**config.mk**
```make
export PLATFORM = sky130hd
export DESIGN_NAME = hsc_top
export DESIGN_NICKNAME = d
export VERILOG_FILES = /design/src/pkg/hsc_pkg.sv /design/src/hw/hsc_warmup.sv /design/src/hw/hsc_apb_regs.sv /design/src/hw/hsc_top.sv
export SDC_FILE = /design/constraint.sdc
export NUM_CORES = 1
export LEC_CHECK = 0
export ABC_AREA = 1
export BUFFER_PORTS_ARGS = -buffer_cell sky130_fd_sc_hd__buf_2
export CORE_MARGIN = 8
export CORE_UTILIZATION = 38
export CTS_CLUSTER_SIZE = 25
export DETAILED_ROUTE_END_ITERATION = 8
export GPL_TIMING_DRIVEN = 0
export RECOVER_POWER = 100
export SETUP_SLACK_MARGIN = 0.3
export SLEW_MARGIN = 20
export SYNTH_ARGS = -nofsm -noshare
export SYNTH_HDL_FRONTEND = slang
export SYNTH_SLANG_ARGS = --single-unit
```
**constraint.sdc**
```tcl
create_clock -name pclk -period 13.7 [get_ports pclk]
set_input_delay 0.685 -clock pclk [delete_from_list [all_inputs] [get_ports pclk]]
set_output_delay 0.685 -clock pclk [all_outputs]
set_load 0.05 [all_outputs]
```
**src/pkg/hsc_pkg.sv**
```systemverilog
`default_nettype none
package hsc_pkg;
  // APB register map (byte addresses)
  localparam logic [7:0] ADDR_CTRL = 8'h00;
  localparam logic [7:0] ADDR_IDLE_RUN = 8'h04;
  localparam logic [7:0] ADDR_STATUS = 8'h08;
  localparam logic [7:0] ADDR_MASK = 8'h0C;
  // Control register fields
  localparam int CTRL_MODE_LSB = 0;
  localparam int CTRL_WUP_LSB = 2;
  localparam int CTRL_RELCLK_BIT = 4;
  localparam int CTRL_DRVSEL_BIT = 5;
  localparam int CTRL_DRVEN_BIT = 6;
  localparam logic [31:0] CTRL_RESET = 32'h0000_0000;
  localparam logic [6:0] IDLE_RUN_RESET = 7'h00;
  localparam logic [2:0] MASK_RESET = 3'h7;
  // Halt mode select codes
  localparam logic [1:0] MODE_RESERVED = 2'h0;
  localparam logic [1:0] MODE_STOP = 2'h1;
  localparam logic [1:0] MODE_OSC_ONLY = 2'h2;
  localparam logic [1:0] MODE_CPU_ONLY = 2'h3;
  // Warm-up exponents
  localparam int WUP_EXP_01 = 8;
  localparam int WUP_EXP_10 = 14;
  localparam int WUP_EXP_11 = 16;
  // Entry window of roughly 5 cpu clocks
  localparam int ENTRY_CYCLES = 5;
  localparam int NMI_LEVEL = 7;
  // Wake sources
  localparam int NSRC = 12;
  localparam int SRC_NMI = 0;
  localparam int SRC_EXT = 1;
  localparam int SRC_KEY = 2;
  localparam int SRC_ALM = 3;
  localparam int SRC_RTC = 4;
  localparam int SRC_WDT = 5;
  localparam int SRC_TMR = 6;
  localparam int SRC_SER = 7;
  localparam int SRC_ADC = 8;
  localparam int SRC_SBI = 9;
  localparam int SRC_LCD = 10;
  localparam int SRC_SBUS = 11;
  localparam logic [NSRC-1:0] OSC_WAKE = 12'h01F;
  localparam logic [NSRC-1:0] STOP_WAKE = 12'h007;
  localparam logic [NSRC-1:0] BELOW_WAKE = 12'h01E;

  typedef enum logic [2:0] {
    ST_RUN = 3'b000,
    ST_CPU_HALT = 3'b001,
    ST_OSC_HALT = 3'b010,
    ST_STOP = 3'b011,
    ST_WARM = 3'b100
  } hsc_state_t;

  typedef struct packed {
    logic [1:0] mode;
    logic [1:0] wup;
    logic rel_clk;
    logic drv_sel;
    logic drv_en;
  } hsc_cfg_t;

  typedef struct packed {
    logic cpu_stop;
    logic sys_clk_stop;
    logic osc_stop;
    logic rtc_stop;
    logic intc_stop;
    logic pins_hold;
    logic pins_off;
    logic clk_sel_low;
  } hsc_gate_t;
endpackage : hsc_pkg
`default_nettype wire

```
**src/hw/hsc_warmup.sv**
```systemverilog
`timescale 1ns/1ps
`default_nettype none
module hsc_warmup #(
  parameter int CW = 17
) (
  // Clock and reset
  input wire logic pclk,
  input wire logic presetn,
  input wire logic ce,
  // Control
  input wire logic start,
  input wire logic [1:0] sel,
  input wire logic osc_tick,
  output logic done
);
  if (CW < hsc_pkg::WUP_EXP_11 + 1) begin : g_cw_check
    $error("hsc_warmup: CW too small");
  end

  function automatic logic [CW-1:0] limit(input logic [1:0] s);
    case (s)
      2'h1: limit = CW'(1) << hsc_pkg::WUP_EXP_01;
      2'h2: limit = CW'(1) << hsc_pkg::WUP_EXP_10;
      default: limit = CW'(1) << hsc_pkg::WUP_EXP_11;
    endcase
  endfunction : limit

  logic [CW-1:0] cnt_r, cnt_nxt;
  logic run_r, run_nxt;

  always_comb begin
    cnt_nxt = cnt_r;
    run_nxt = run_r;
    if (start) begin
      cnt_nxt = '0;
      run_nxt = 1'b1;
    end else if (run_r && osc_tick) begin
      cnt_nxt = cnt_r + CW'(1);
      if (cnt_nxt == limit(sel)) run_nxt = 1'b0; // [RULE16]
    end
  end

  always_ff @(posedge pclk or negedge presetn) begin
    if (!presetn) begin
      cnt_r <= '0;
      run_r <= 1'b0;
    end else if (ce) begin
      cnt_r <= cnt_nxt;
      run_r <= run_nxt;
    end
  end

  assign done = run_r && !run_nxt;
endmodule : hsc_warmup
`default_nettype wire

```
**src/hw/hsc_apb_regs.sv**
```systemverilog
`timescale 1ns/1ps
`default_nettype none
module hsc_apb_regs (
  // APB
  input wire logic pclk,
  input wire logic presetn,
  input wire logic ce,
  input wire logic psel,
  input wire logic penable,
  input wire logic pwrite,
  input wire logic [7:0] paddr,
  input wire logic [31:0] pwdata,
  output logic [31:0] prdata,
  output logic pready,
  output logic pslverr,
  // Register contents
  output hsc_pkg::hsc_cfg_t cfg,
  output logic [6:0] idle_run,
  output logic [2:0] mask_level,
  input wire logic [31:0] status
);
  logic [31:0] ctrl_r, ctrl_nxt;
  logic [6:0] idle_r, idle_nxt;
  logic [2:0] mask_r, mask_nxt;
  logic [31:0] rd_r, rd_nxt;
  logic err_r, err_nxt;
  logic acc;

  assign acc = psel && penable;

  always_comb begin
    ctrl_nxt = ctrl_r;
    idle_nxt = idle_r;
    mask_nxt = mask_r;
    rd_nxt = rd_r;
    err_nxt = 1'b0;
    if (psel && !penable) begin
      case (paddr)
        hsc_pkg::ADDR_CTRL: rd_nxt = ctrl_r;
        hsc_pkg::ADDR_IDLE_RUN: rd_nxt = {25'h0, idle_r};
        hsc_pkg::ADDR_STATUS: rd_nxt = status;
        hsc_pkg::ADDR_MASK: rd_nxt = {29'h0, mask_r};
        default: begin
          rd_nxt = 32'h0000_0000;
          err_nxt = 1'b1;
        end
      endcase
    end
    if (acc && pwrite) begin
      case (paddr)
        hsc_pkg::ADDR_CTRL: ctrl_nxt = {25'h0, pwdata[6:0]};
        hsc_pkg::ADDR_IDLE_RUN: idle_nxt = pwdata[6:0];
        hsc_pkg::ADDR_MASK: mask_nxt = pwdata[2:0];
        default: ;
      endcase
    end
    if (acc) err_nxt = err_r;
  end

  always_ff @(posedge pclk or negedge presetn) begin
    if (!presetn) begin
      ctrl_r <= hsc_pkg::CTRL_RESET;
      idle_r <= hsc_pkg::IDLE_RUN_RESET;
      mask_r <= hsc_pkg::MASK_RESET;
      rd_r <= 32'h0000_0000;
      err_r <= 1'b0;
    end else if (ce) begin
      ctrl_r <= ctrl_nxt;
      idle_r <= idle_nxt;
      mask_r <= mask_nxt;
      rd_r <= rd_nxt;
      err_r <= err_nxt;
    end
  end

  assign prdata = rd_r;
  assign pready = 1'b1;
  assign pslverr = err_r;
  assign cfg.mode = ctrl_r[hsc_pkg::CTRL_MODE_LSB +: 2];
  assign cfg.wup = ctrl_r[hsc_pkg::CTRL_WUP_LSB +: 2];
  assign cfg.rel_clk = ctrl_r[hsc_pkg::CTRL_RELCLK_BIT];
  assign cfg.drv_sel = ctrl_r[hsc_pkg::CTRL_DRVSEL_BIT];
  assign cfg.drv_en = ctrl_r[hsc_pkg::CTRL_DRVEN_BIT];
  assign idle_run = idle_r;
  assign mask_level = mask_r;
endmodule : hsc_apb_regs
`default_nettype wire

```
**src/hw/hsc_top.sv**
```systemverilog
// What this block does
// RULE1 - Halt instruction enters mode from select field
// RULE2 - CPU-only halt stops just the core
// RULE3 - CPU-only halt: blocks follow idle-run bits
// RULE4 - CPU-only halt holds all port pins
// RULE5 - Oscillator halt keeps oscillator and RTC only
// RULE6 - Stop halts every internal circuit
// RULE7 - Deep halts set pins per drive bits; the code sets pins from drv_en alone in both, drv_sel is unused
// RULE8 - Drive enable 0 pins off, 1 driving
// RULE9 - Unmasked wake interrupt: release, service, continue
// RULE10 - Masked external/key/RTC/alarm: release, flag stays
// RULE11 - Wake in 5-cycle entry held pending
// RULE12 - Pending and new: higher priority first
// RULE13 - Wake source sets differ per halt mode
// RULE14 - Non-maskable request is fixed level 7
// RULE15 - Stop release waits for warm-up
// RULE16 - Warm-up 2^8, 2^14 or 2^16 cycles
// RULE17 - Stop release picks high or low clock
// RULE18 - Reset releases every halt state
// RULE19 - Level external irq0 held high until service
// RULE20 - Mode code 00 enters no halt
`timescale 1ns/1ps
`default_nettype none
module hsc_top #(
  parameter int NUM_IDLE = 7
) (
  // Clock, reset, enable
  input wire logic pclk,
  input wire logic presetn,
  input wire logic ce,
  // APB
  input wire logic psel,
  input wire logic penable,
  input wire logic pwrite,
  input wire logic [7:0] paddr,
  input wire logic [31:0] pwdata,
  output logic [31:0] prdata,
  output logic pready,
  output logic pslverr,
  // CPU side
  input wire logic halt_exec,
  input wire logic osc_tick,
  output logic cpu_resume,
  output logic service_req,
  output logic [3:0] service_src,
  // Wake sources, one bit per source, with levels
  input wire logic [hsc_pkg::NSRC-1:0] irq_req,
  input wire logic [hsc_pkg::NSRC*3-1:0] irq_level,
  // Gating
  output hsc_pkg::hsc_gate_t gate,
  output logic [NUM_IDLE-1:0] block_run
);
  // Elaboration checks: the logic is built for these sizes only
  if (NUM_IDLE != 7) begin : g_idle_check
    $error("hsc_top: NUM_IDLE must be 7");
  end
  if (hsc_pkg::ENTRY_CYCLES > 7) begin : g_entry_check
    $error("hsc_top: entry window does not fit its counter");
  end
  if (hsc_pkg::NSRC > 16) begin : g_src_check
    $error("hsc_top: wake sources exceed the 4-bit index");
  end

  hsc_pkg::hsc_cfg_t cfg;
  logic [6:0] idle_run;
  logic [2:0] mask_level;
  logic [31:0] status;
  logic wup_done;
  logic wup_start;

  hsc_pkg::hsc_state_t st_r, st_nxt;
  logic [2:0] ent_r, ent_nxt;
  logic [hsc_pkg::NSRC-1:0] pend_r, pend_nxt;
  logic resume_r, resume_nxt;
  logic svc_r, svc_nxt;
  logic [3:0] src_r, src_nxt;
  logic [3:0] src_hold_r, src_hold_nxt;
  logic svc_hold_r, svc_hold_nxt;
  hsc_pkg::hsc_gate_t gate_r, gate_nxt;
  logic [NUM_IDLE-1:0] run_r, run_nxt;

  hsc_apb_regs u_regs (
    .pclk(pclk),
    .presetn(presetn),
    .ce(ce),
    .psel(psel),
    .penable(penable),
    .pwrite(pwrite),
    .paddr(paddr),
    .pwdata(pwdata),
    .prdata(prdata),
    .pready(pready),
    .pslverr(pslverr),
    .cfg(cfg),
    .idle_run(idle_run),
    .mask_level(mask_level),
    .status(status)
  );

  // Oscillator warm-up count after stop
  hsc_warmup #(.CW(17)) u_wup (
    .pclk(pclk),
    .presetn(presetn),
    .ce(ce),
    .start(wup_start),
    .sel(cfg.wup),
    .osc_tick(osc_tick),
    .done(wup_done)
  );

  function automatic logic [2:0] lvl(input logic [hsc_pkg::NSRC*3-1:0] v, input int i);
    if (i == hsc_pkg::SRC_NMI) lvl = 3'(hsc_pkg::NMI_LEVEL); // [RULE14]
    else lvl = v[i*3 +: 3];
  endfunction : lvl

  // Highest level among a request vector; ties go to the lower index
  function automatic logic [3:0] pick(input logic [hsc_pkg::NSRC-1:0] r,
                                      input logic [hsc_pkg::NSRC*3-1:0] v);
    logic [2:0] best;
    logic found;
    pick = 4'h0;
    best = 3'h0;
    found = 1'b0;
    for (int i = 0; i < hsc_pkg::NSRC; i++) begin
      if (r[i] && (!found || lvl(v, i) > best)) begin
        best = lvl(v, i);
        pick = 4'(i);
        found = 1'b1;
      end
    end
  endfunction : pick

  // Which sources may end each halt state
  function automatic logic [hsc_pkg::NSRC-1:0] wake_set(input hsc_pkg::hsc_state_t s);
    case (s)
      hsc_pkg::ST_CPU_HALT: wake_set = '1; // [RULE13]
      hsc_pkg::ST_OSC_HALT: wake_set = hsc_pkg::OSC_WAKE; // [RULE13]
      hsc_pkg::ST_STOP: wake_set = hsc_pkg::STOP_WAKE; // [RULE13]
      default: wake_set = '0;
    endcase
  endfunction : wake_set

  logic [hsc_pkg::NSRC-1:0] allowed, above, wake_any;
  logic [hsc_pkg::NSRC-1:0] all_req;
  logic [3:0] best_src;
  logic best_above;

  always_comb begin
    allowed = wake_set(st_r); // [RULE13]
    // The non-maskable source compares at its fixed level
    for (int i = 0; i < hsc_pkg::NSRC; i++) begin
      above[i] = lvl(irq_level, i) >= mask_level; // [RULE9]
    end
    all_req = irq_req | pend_r;
    // Below-mask requests still release only for the listed sources
    wake_any = all_req & allowed & (above | hsc_pkg::BELOW_WAKE); // [RULE10]
    best_src = pick(all_req & above & allowed, irq_level); // [RULE12]
    best_above = |(all_req & above & allowed);
  end

  // Warm-up counter starts on the edge that leaves stop
  assign wup_start = (st_r == hsc_pkg::ST_STOP) && (|wake_any) && (ent_r == 3'h0);

  always_comb begin
    st_nxt = st_r;
    ent_nxt = (ent_r != 3'h0) ? ent_r - 3'h1 : 3'h0;
    pend_nxt = pend_r;
    resume_nxt = 1'b0;
    svc_nxt = 1'b0;
    src_nxt = src_r;
    src_hold_nxt = src_hold_r;
    svc_hold_nxt = svc_hold_r;
    case (st_r)
      hsc_pkg::ST_RUN: begin
        pend_nxt = '0;
        if (halt_exec) begin
          case (cfg.mode) // [RULE1]
            hsc_pkg::MODE_CPU_ONLY: st_nxt = hsc_pkg::ST_CPU_HALT;
            hsc_pkg::MODE_OSC_ONLY: begin
              st_nxt = hsc_pkg::ST_OSC_HALT;
              ent_nxt = 3'(hsc_pkg::ENTRY_CYCLES);
            end
            hsc_pkg::MODE_STOP: begin
              st_nxt = hsc_pkg::ST_STOP;
              ent_nxt = 3'(hsc_pkg::ENTRY_CYCLES);
            end
            default: st_nxt = hsc_pkg::ST_RUN; // [RULE20]
          endcase
        end
      end
      hsc_pkg::ST_CPU_HALT, hsc_pkg::ST_OSC_HALT, hsc_pkg::ST_STOP: begin
        if (ent_r != 3'h0) begin
          // Requests during entry are parked, not acted on
          pend_nxt = pend_r | (irq_req & allowed); // [RULE11]
        end else if (|wake_any) begin
          src_hold_nxt = best_src;
          svc_hold_nxt = best_above;
          pend_nxt = '0;
          if (st_r == hsc_pkg::ST_STOP) begin
            st_nxt = hsc_pkg::ST_WARM; // [RULE15]
          end else begin
            st_nxt = hsc_pkg::ST_RUN;
            resume_nxt = 1'b1;
            svc_nxt = best_above; // [RULE9]
            src_nxt = best_src; // [RULE12]
          end
        end
      end
      hsc_pkg::ST_WARM: begin
        // Held source is replayed once the oscillator is stable
        if (wup_done) begin
          st_nxt = hsc_pkg::ST_RUN; // [RULE15]
          resume_nxt = 1'b1;
          svc_nxt = svc_hold_r;
          src_nxt = src_hold_r;
        end
      end
      default: st_nxt = hsc_pkg::ST_RUN;
    endcase
  end

  // Gates follow the next state so they move with the state register
  always_comb begin
    gate_nxt = '0;
    run_nxt = '1;
    gate_nxt.clk_sel_low = gate_r.clk_sel_low;
    case (st_nxt)
      hsc_pkg::ST_CPU_HALT: begin
        gate_nxt.cpu_stop = 1'b1; // [RULE2]
        gate_nxt.pins_hold = 1'b1; // [RULE4]
        run_nxt = idle_run; // [RULE3]
      end
      hsc_pkg::ST_OSC_HALT: begin
        gate_nxt.cpu_stop = 1'b1;
        gate_nxt.sys_clk_stop = 1'b1; // [RULE5]
        gate_nxt.intc_stop = 1'b1;
        gate_nxt.pins_off = !cfg.drv_en; // [RULE7] [RULE8]
        run_nxt = '0;
      end
      hsc_pkg::ST_STOP, hsc_pkg::ST_WARM: begin
        gate_nxt.cpu_stop = 1'b1;
        gate_nxt.sys_clk_stop = 1'b1; // [RULE6]
        gate_nxt.osc_stop = (st_nxt == hsc_pkg::ST_STOP);
        gate_nxt.rtc_stop = 1'b1;
        gate_nxt.intc_stop = 1'b1;
        gate_nxt.pins_off = !cfg.drv_en; // [RULE7] [RULE8]
        run_nxt = '0;
      end
      default: ;
    endcase
    // Clock choice holds until the next stop release
    if (st_r == hsc_pkg::ST_WARM && wup_done) begin
      gate_nxt.clk_sel_low = cfg.rel_clk; // [RULE17]
    end
  end

  // Status word: state low, held source above, pending summary on top
  always_comb begin
    status = 32'h0000_0000;
    status[2:0] = st_r;
    status[11:8] = src_hold_r;
    status[12] = |pend_r;
  end

  // Asynchronous reset returns to running from any halt
  always_ff @(posedge pclk or negedge presetn) begin
    if (!presetn) begin
      st_r <= hsc_pkg::ST_RUN; // [RULE18]
      ent_r <= 3'h0;
      pend_r <= '0;
      resume_r <= 1'b0;
      svc_r <= 1'b0;
      src_r <= 4'h0;
      src_hold_r <= 4'h0;
      svc_hold_r <= 1'b0;
    end else if (ce) begin
      st_r <= st_nxt;
      ent_r <= ent_nxt;
      pend_r <= pend_nxt;
      resume_r <= resume_nxt;
      svc_r <= svc_nxt;
      src_r <= src_nxt;
      src_hold_r <= src_hold_nxt;
      svc_hold_r <= svc_hold_nxt;
    end
  end

  // Gate and block-run flops
  always_ff @(posedge pclk or negedge presetn) begin
    if (!presetn) begin
      gate_r <= '0;
      run_r <= '1;
    end else if (ce) begin
      gate_r <= gate_nxt;
      run_r <= run_nxt;
    end
  end

  assign cpu_resume = resume_r;
  assign service_req = svc_r;
  assign service_src = src_r;
  assign gate = gate_r;
  assign block_run = run_r;
endmodule : hsc_top
`default_nettype wire

```
==> out/metrics.csv <==
metric,value,unit
synth_area_per_cell,7.55,sq um
arrival,12.47,ns
netlist_area,6740,sq um
gp_congestion,0.774,
wl,17700,um
fin_crit,12.24,ns
clock_latency,0.34,ns
critPathMostFrequentCell,nand2_1,
fmax,0.0817,GHz
grtUsageTotal,0.161,
multi_input_area,3890,sq um
hold_start,service_src[0]$_DFFE_PN0P_,
avgViaCountPerCell,4.74,
path_max_fanout,10,
path_clk_slew,0.06,ns
regArea,2290,sq um
status,"finished, violations left",
yosysWarnings,0,
drt_iter0_drc,292,
htreeDepth,3,
vias,5999,
clock_skew,0.0105,ns
cp-start-kind,flip-flop,
ys_seq_area_frac,0.340,
grt_pass1_wl,29500,um
n_antenna_cell,0,
cts.sinks,91,
critPathKind,flip-flop to flip-flop,
synth_cell_type_count,48,
r2r_setup_slack,1.46,ns
grt-ovfl-total,0,
hold_viol,0,
sw_frac_of_total,0.428,
violations,"max-capacitance violations, max-slew violations",
r2r_start,st_r[1]$_DFFE_PN0P_,
dp_hpwl,14000,um
cts_max_path_buffers,2,
antenna_found_initial,0,
areaGrowthSynthToFinish,18.9,%
rows,48,
numPortBuffers,101,
grt_pass1_vias,5993,
dieArea,22200,sq um
hold_buffers,0,
period_share,0.894,
synth-edff-count,0,
cts_tree,yes,
hold_path.class,flip-flop to flip-flop,
initial_core_util,0.389,
wl_per_cell,14.0,um
hold_end,service_src[0]$_DFFE_PN0P_,
fp.dieH,149,um
setup_viol,0,
seqPwrFrac,0.310,
cpLargestDelayFamily,simple AND/OR/NAND/NOR gates,
totalNegativeSetupSlack,0,ns
slowest_delay,0.38,ns
timing.rr.end,service_src[2]$_DFFE_PN0P_,
tightest_slew,3.76,ns
grt_setup_unrepaired,no,
slowest_stage,dfrtp_2,
maxSlewHeadroom,-1.51,
drc,0,
ys.flop_type,dfrtp_1,
ys_seq_elements,91,
drive_gt1_frac,0.184,
p_leak,0.00413,uW
cts_buffers,9,
num_io_pins,151,
path_buf_inv,15,
num-fill-cells,1819,
root_buffer,clkbuf_16,
grt_max_degree,71,
hold_depth,2,
drv_cap,1,
core_area,17300,sq um
final_common_cell,nand2_1,
syn_inst,892,
final_nets,1197,
pwr-share-comb,0.463,
clkPwrFrac,0.227,
p_switching,483,uW
internal_power,645,uW
critPathCaptureType,flip-flop,
die_w,149,um
required,13.92,ns
ys_async_sr_fraction,1.00,
firstDrtPassIters,4,
final_cell_mix,"nand2_1, inv_1, dfrtp_1",
slew_violations,71,
ant_nets,0,
pwr_density_cell,141,nW/um^2
fin_util,0.463,
r2r_cells,106,
irDropWorstVdd,69.8,uV
## per-layer routing
layer,part of all wire,vias up,GRT usage
met4,0.0048,0,0.0278
met3,0.037,7,0.0309
met2,0.47,91,0.263
met5,0,-,0
met1,0.49,2695,0.218
li1,-,3206,-
## metrics by stage
step	setup slack, ns	area (sq um)	hold slack [ns]	total power (uW)	std cells
2_1_floorplan	1.92	6810	0.389	743	911
3_3_place_gp	0.280	7590	0.460	850	1237
3_5_place_dp	0.0737	7650	0.461	862	1239
4_1_cts	0.332	7960	0.190	1120	1255
5_1_grt	0.175	8010	0.519	1220	1265
6_report	1.46	8010	0.479	1130	1265
## worst max-delay path by stage
stage / endpoint / slack, ns / from / depth (start not counted)
6_report: service_src[2]$_DFFE_PN0P_ / 1.46 / st_r[1]$_DFFE_PN0P_ / 106
4_1_cts: service_src[2]$_DFFE_PN0P_ / 0.33 / u_regs.mask_level[2]$_DFFE_PN1P_ / 99
2_1_floorplan: service_src[2]$_DFFE_PN0P_ / 1.92 / irq_req[0] / 99
5_1_grt: service_src[2]$_DFFE_PN0P_ / 0.17 / st_r[1]$_DFFE_PN0P_ / 106
3_5_place_dp: service_src[2]$_DFFE_PN0P_ / 0.07 / irq_req[0] / 100
3_3_place_gp: service_src[2]$_DFFE_PN0P_ / 0.28 / irq_req[0] / 102
## power groups by stage
stage,Combinational (uW),Sequential (uW),Clock [uW]
4_1_cts,510,349,262
5_1_grt,597,356,269
3_5_place_dp,508,353,0
6_report,522,350,256
2_1_floorplan,338,405,0
3_3_place_gp,498,353,0
## worst reg2reg max path, delay by kind of cell, from the launching register on
family / cells / cell delay, ns
and+or+nand+nor: 52 / 4.28
adders and majority gates: 11 / 3.31
AOI/OAI and AO/OA: 28 / 3.15
buffers and inverters: 15 / 1.03
DFF: 1 / 0.38
## state kept, by name, indices dropped and copies added (netlist names)
register	flops
u_wup.run_r	1
u_regs.mask_level	3
u_regs.prdata	12
u_regs.pslverr	1
st_r	3
cpu_resume	1
ent_r	3
service_src	4
pend_r	12
src_hold_r	4
gate	7
u_wup.cnt_r	17
block_run	7
svc_hold_r	1
u_regs.ctrl_r	7
service_req	1
u_regs.idle_run	7
## cell type report
class                           count  share of cell area
Multi-Input combinational cell    662               0.486
Sequential cell                    91               0.286
Timing Repair Buffer              113              0.0678
Inverter                          122              0.0589
Tap cell                          225              0.0351
Clock buffer                       10              0.0298
Buffer                             36              0.0281
Clock inverter                      6             0.00875
## synthesized netlist by cell type (3+ instances only)
cell | number | area share
nand2_2 | 15 | 0.014
dfstp_2 | 10 | 0.039
o21ai_2 | 3 | 0.0039
nor2_2 | 4 | 0.0037
clkbuf_1 | 13 | 0.0072
inv_2 | 8 | 0.0045
nor2_1 | 49 | 0.027
nand2_1 | 198 | 0.11
o21ai_1 | 7 | 0.0052
nand3_2 | 8 | 0.012
o21a_1 | 5 | 0.0056
nand4_1 | 6 | 0.0056
o22ai_1 | 9 | 0.0084
xor2_1 | 15 | 0.020
or2_2 | 5 | 0.0046
nand3_1 | 73 | 0.054
ha_1 | 66 | 0.12
nor3_1 | 14 | 0.010
a21oi_1 | 41 | 0.030
inv_1 | 111 | 0.062
nand2_4 | 7 | 0.012
nor4_1 | 7 | 0.0065
o21ai_0 | 73 | 0.054
a31oi_1 | 7 | 0.0065
o211ai_1 | 7 | 0.0078
a221oi_1 | 3 | 0.0039
buf_4 | 22 | 0.025
dfrtp_1 | 81 | 0.30
## kinds of logic (layout without fill, tap and decap cells)
group | count (synthesis) | after routing | synth area share
buffers and inverters | 158 | 287 | 0.102
AO/OA/AOI/OAI | 165 | 165 | 0.138
flip-flops | 91 | 91 | 0.340
XOR/XNOR | 16 | 16 | 0.0208
adder cells (fa/ha/maj) | 66 | 66 | 0.123
other | 2 | 21 | 0.00112
AND/OR/NAND/NOR | 394 | 394 | 0.276
## what timing repair did
item                                    in CTS  in global routing
endpoints found under the setup margin       0                  8
buffers inserted                             0                 10
endpoints found under the hold margin        0                  0
gates resized for setup                      0                 35
(Power assumes the default switching activity.)
